**src/hw/return_stack.v**
```verilog
// Hardware return stack for the test script processor.
// Assumes one push or pop per cycle from the core on the same clock.
`timescale 1ns/1ps
module return_stack #(
   parameter DEPTH = 8,
   parameter AW = 3,
   parameter W = 16
)(
   input wire pclk,
   input wire presetn,
   input wire push,
   input wire pop,
   input wire [W-1:0] din,
   output wire [W-1:0] dout,
   output wire [AW:0] level,
   output wire full,
   output wire empty
);
   localparam integer DEPTH_I = DEPTH;
   localparam [AW:0] FULL_LVL = DEPTH_I[AW:0];
   localparam [AW:0] ONE_LVL = {{AW{1'b0}}, 1'b1};
   reg [W-1:0] mem_r [0:DEPTH-1];
   reg [AW:0] sp_r;
   wire [AW:0] top_idx = sp_r - ONE_LVL;
   integer i;
   assign level = sp_r;
   assign full = (sp_r == FULL_LVL);
   assign empty = (sp_r == {(AW+1){1'b0}});
   assign dout = empty ? {W{1'b0}} : mem_r[top_idx[AW-1:0]];
   always @(posedge pclk or negedge presetn)
   begin
      if (!presetn)
      begin
         sp_r <= {(AW+1){1'b0}};
         for (i = 0; i < DEPTH; i = i + 1)
            mem_r[i] <= {W{1'b0}};
      end
      else if (push && !full)
      begin
         mem_r[sp_r[AW-1:0]] <= din;
         sp_r <= sp_r + ONE_LVL;
      end
      else if (pop && !empty)
         sp_r <= top_idx;
   end
endmodule // return_stack

```
**config.mk**
```make
export PLATFORM = sky130hd
export DESIGN_NAME = return_stack
export DESIGN_NICKNAME = d
export VERILOG_FILES = /design/src/hw/return_stack.v
export SDC_FILE = /design/constraint.sdc
export NUM_CORES = 1
export LEC_CHECK = 0
export ABC_AREA = 1
export BUFFER_PORTS_ARGS = -buffer_cell sky130_fd_sc_hd__buf_2
export CAP_MARGIN = 15
export CORE_ASPECT_RATIO = 0.5
export CORE_MARGIN = 2
export CORE_UTILIZATION = 41
export DETAILED_ROUTE_END_ITERATION = 6
export GPL_TIMING_DRIVEN = 0
export PLACE_DENSITY_LB_ADDON = 0.08
export SLEW_MARGIN = 0
export SYNTH_ARGS = -nofsm -noshare
export SYNTH_HDL_FRONTEND = slang
export SYNTH_SLANG_ARGS = --single-unit
```
**constraint.sdc**
```tcl
create_clock -name pclk -period 3.6 [get_ports pclk]
set_input_delay 0.18 -clock pclk [delete_from_list [all_inputs] [get_ports pclk]]
set_output_delay 0.18 -clock pclk [all_outputs]
set_load 0.005 [all_outputs]
```
Yosys cells after proc, flatten, opt, wreduce, memory -nomap -nowiden
Index checks and enable logic that the tools add are counted.
W data, S select, Z words.
{"block": "word_totals", "regBits": 132, "input_bits": 20, "output_inout_bits": 22, "elab_cells": 33}
{"block": "classes", "n_reduce_logical": 7, "magnitude_cmp": 3, "n_bitwise": 2, "eq_ne": 1, "add_sub_neg": 2, "mux": 9}
{"op": "$bwmux W128", "count": 1}
{"op": "$mux W16", "count": 4}
{"op": "$bmux W16 S3", "count": 1}
{"op": "$demux W16 S3", "count": 1}
{"op": "$ge A4 B4 Y1 const B", "count": 2}
{"op": "$mux W4", "count": 2}
{"op": "$not A3 Y4", "count": 2}
{"op": "$add A4 B1 Y4 const B", "count": 1}
{"op": "$eq A4 B4 Y1 const B", "count": 1}
{"op": "$logic_not A4 Y1", "count": 1}
{"op": "$lt A4 B1 Y1 const B", "count": 1}
{"op": "$sub A4 B1 Y4 const B", "count": 1}
{"op": "$logic_and A1 B1 Y1", "count": 3}
{"op": "$logic_not A1 Y1", "count": 2}
{"op": "$reduce_bool A2 Y1", "count": 1}

Logic depth before layout (Yosys ltp)
{"block": "depth", "depth_word": 6, "depth_mapped": 12, "mapped_depth_nobuf": 9}

Worst setup path after synthesis
No wires, ideal clock.
{"block": "synth_path", "kind": "reg-to-output", "from": "register sp_r[0], in the netlist level[0]", "to": "output dout[10]", "arrival_ns": 1.940, "required_time_ns": 3.420, "n_path_buf": 4, "path_stages_with_launch": 13, "slack_ns": 1.480, "path_cell_list": "dfrtp_1 -> inv_2 -> buf_2 -> buf_2 -> ha_1 -> buf_2 -> clkinv_1 -> buf_6 -> nor2_1 -> o21ai_0 -> nand2_1 -> nor2_1 -> nor2_1"}
{"block": "synth_via", "elab_chain_cells": 6, "elab_cells_between_ends": 7}
{"item": "start, declared", "line": "23", "rtl": "reg [AW:0] sp_r;"}
{"item": "start signal, assigned", "line": "34", "rtl": "sp_r <= {(AW+1){1'b0}};"}
{"item": "start signal, assigned", "line": "41", "rtl": "sp_r <= sp_r + ONE_LVL;"}
{"item": "start signal, assigned", "line": "44", "rtl": "sp_r <= top_idx;"}
{"item": "$sub A4 B1 Y4", "line": "24", "rtl": "wire [AW:0] top_idx = sp_r - ONE_LVL;"}
{"item": "named net top_idx[0]", "line": "24"}
{"item": "$not A3 Y4 (not written as such)", "line": "29", "rtl": "assign dout = empty ? {W{1'b0}} : mem_r[top_idx[AW-1:0]];"}
{"item": "$bmux W16 S3", "line": "29"}
{"item": "$mux W16 (not written as such) (2 in a row)", "line": "29"}
{"item": "$mux W16", "line": "29"}
{"item": "end, declared", "line": "14", "rtl": "output wire [W-1:0] dout,"}
The timed path passes the listed nets, and every way through them passes these cells. The select of a mux whose other input is x is not followed.

Final worst setup path
{"block": "layout_path", "from": "register sp_r[0], in the netlist level[0]", "to": "output dout[14]"}
The elaborated chain is that of the path after synthesis.

==> flow_summary.toml <==
[run_status]
outcome = "complete, no violations"

[detailed_routing]
finalWirelength_um = 18500
vias = 5526
wl_per_cell_um = 16.5
first_pass_iters = 5
drt_iter0_markers = 446
vias_per_cell = 4.93
drcViolationCount = 0
final_antenna_net_count = 0

[power]
p_sw_uw = 3690
p_leak_uw = 0.00391
irDropWorstVdd_uv = 410
p_sw_share_pct = 43.3
internal_power_uw = 4840
powerDensity_nw_per_um2 = 1110
pwr-share-clk_pct = 20.8
combinationalPowerShare_pct = 50.0
pwr-share-seq_pct = 29.1

[clock_tree]
clkLatencyLatePin_ps = 410
cts_tree = "yes"
clockBufferDepth = 2
cts_buffers = 17
cts_setup_buffers = 0
clk_pin_slew_ps = 60
h-tree-depth = 4
cts.sinks = 132
cts_root_buf = "clkbuf_16"

[sta]
period_share_pct = 95.1
layout_min_cycle_time_ps = 3420
maxSlewHeadroom_pct = 54.3
rsz0062_at_grt = "false"
final.setup_skew_ps = 7.14
fin_tns_setup_ps = 0
worst_pin_slew_ps = 685
fmax_mhz = 292
setup-violations-final = 0
maxSlewViolCount = 0
finalHoldViolCount = 0

[floorplanning]
io_pins = 42
start_util_pct = 42.2
core_um2 = 15500
die_y_um = 93.3
rows = 32
die_x_um = 183
dieArea_um2 = 17000

[place]
gp_congestion = 0.839
dpl_cell_area_um2 = 7030
hpwl_um = 13600
port_buffers = 41

[global_routing]
antenna_found_initial = 0
grt_util_all_layers_pct = 23.1
grt.overflow.total = 0
grt_pass1_wl_um = 29500
grt_start_max_net_pins = 86
grt_pass1_vias = 5167

[logic_synthesis]
syn_inst = 844
yosys_warnings = 0
yosys_register_bits = 132
ys_seq_area_share_pct = 50.5
synth_area_um2 = 6540
avgSynthCellArea_um2 = 7.75
syn-num-nets = 866
synth_cell_type_count = 25

[layout]
nets = 928
syn_to_final_growth_pct = 16.9
design_area_um2 = 7640
layout-drive-gt1-share_pct = 14.3
layout_commonest_cell = "nand2_1"
n_antenna_cell = 0
final_cell_mix = "nand2_1 (241), nor2_1 (135), dfrtp_1 (132)"

[worst_hold_path]
hp-class = "in2reg"

[setup_path]
worstSetupPathType = "reg2out"
critical_path_arrival_ps = 3240
start_kind = "register"
cp.required_ps = 3420
cp_max_fo = 10
endpoint_kind = "output port"

[flow_run]
cap_violations = 0
==> sequential cells by signal, summed over array words and instances (netlist names) <==
register,flops
mem_r,128
level,4
==> Yosys cell counts <==
cell	count	area share [%]
buf_1	2	0.11
buf_2	21	1.6
buf_4	5	0.57
buf_6	17	2.9
clkbuf_1	5	0.29
clkinv_1	1	0.057
dfrtp_1	132	51
ha_1	2	0.38
inv_1	69	4.0
inv_2	1	0.057
inv_4	1	0.096
inv_6	1	0.13
nand2_1	241	14
nand2_4	5	0.86
nand2_8	1	0.31
nand3_1	35	2.7
nand3_2	2	0.31
nand3_4	1	0.27
nor2_1	135	7.8
nor2_4	2	0.34
o21ai_0	57	4.4
o21ai_1	105	8.0
xnor2_1	1	0.13
xnor2_2	1	0.25
xor2_1	1	0.13
==> metrics by stage <==
step | instances | hold WS [ps] | util (%) | total power [uW] | setup WS [ps]
6_report | 1122 | 9.52 | 49.3 | 8520 | 178
5_1_grt | 1122 | 19.8 | 49.3 | 9270 | 22.3
4_1_cts | 1122 | 11.9 | 49.3 | 8550 | 168
3_5_place_dp | 1090 | 149 | 45.4 | 6760 | 616
3_3_place_gp | 1089 | 431 | 45.2 | 6700 | 351
2_1_floorplan | 844 | -116 | - | 5300 | 1480
==> path summary, 6_finish.rpt <==
| kind | from | slack [ps] | to | cells after the start |
|---|---|---|---|---|
| setup / recovery | level[0] | 180 | dout[14] | 12 |
| hold reg to reg | mem_r[19] | 490 | mem_r[19] | 2 |
| hold / removal | din[0] | 10 | mem_r[96] | 3 |
| setup reg to reg | level[0] | 1070 | level[1] | 10 |
| max in group asynchronous | presetn | 2530 | mem_r[126] | 3 |
| min in group asynchronous | presetn | 270 | mem_r[41] | 2 |
==> worst max-delay path, stage by stage, from the launching register on <==
cell and delay, ps:
dfrtp_1 490, inv_2 190, buf_2 300, buf_2 310, ha_1 170, buf_2 190, buf_4 200, buf_2 300
nand3_1 190, nand3_1 130, nand2_1 50, nor2_1 150, buf_2 130
==> metal layers <==
| layer | wire [um] | vias to the layer above | global-route usage [%] |
|---|---|---|---|
| li1 | - | 2758 | - |
| met5 | 0 | - | 0 |
| met3 | 1410 | 13 | 4.17 |
| met1 | 9720 | 2592 | 37.6 |
| met2 | 7280 | 163 | 31.2 |
| met4 | 121 | 0 | 4.77 |
==> cells by family (layout without fill, tap and decap cells) <==
family | count (synthesis) | count (layout) | share of synthesized area (%)
compound gates | 162 | 162 | 12.4
xor+xnor | 3 | 3 | 0.517
fa+ha+maj | 2 | 2 | 0.383
buf+inv | 123 | 197 | 9.82
flops | 132 | 132 | 50.5
simple gates | 422 | 422 | 26.4
==> power groups by stage <==
stage	logic [uW]	clock network (uW)	registers, uW
2_1_floorplan	2880	0	2420
3_3_place_gp	4210	0	2480
3_5_place_dp	4260	0	2500
4_1_cts	4270	1800	2480
5_1_grt	4820	1890	2560
6_report	4260	1780	2480
==> cell type report <==
| cell class | count | area [um2] |
|---|---|---|
| well taps | 204 | 255 |
| multi-input cells | 589 | 2590 |
| clock inverters | 12 | 156 |
| flip-flops and latches | 132 | 3300 |
| repair buffers | 43 | 249 |
| inverters | 73 | 285 |
| clock buffers | 19 | 443 |
| fillers | 1532 | 7850 |
| plain buffers | 50 | 360 |
==> repair_timing <==
action / in CTS / in global routing
hold endpoints to repair: 47 / 0
hold buffers: 1 / 0
endpoints found under the setup margin: 0 / 2
gates resized for setup: 0 / 1
(Power assumes the default switching activity.)
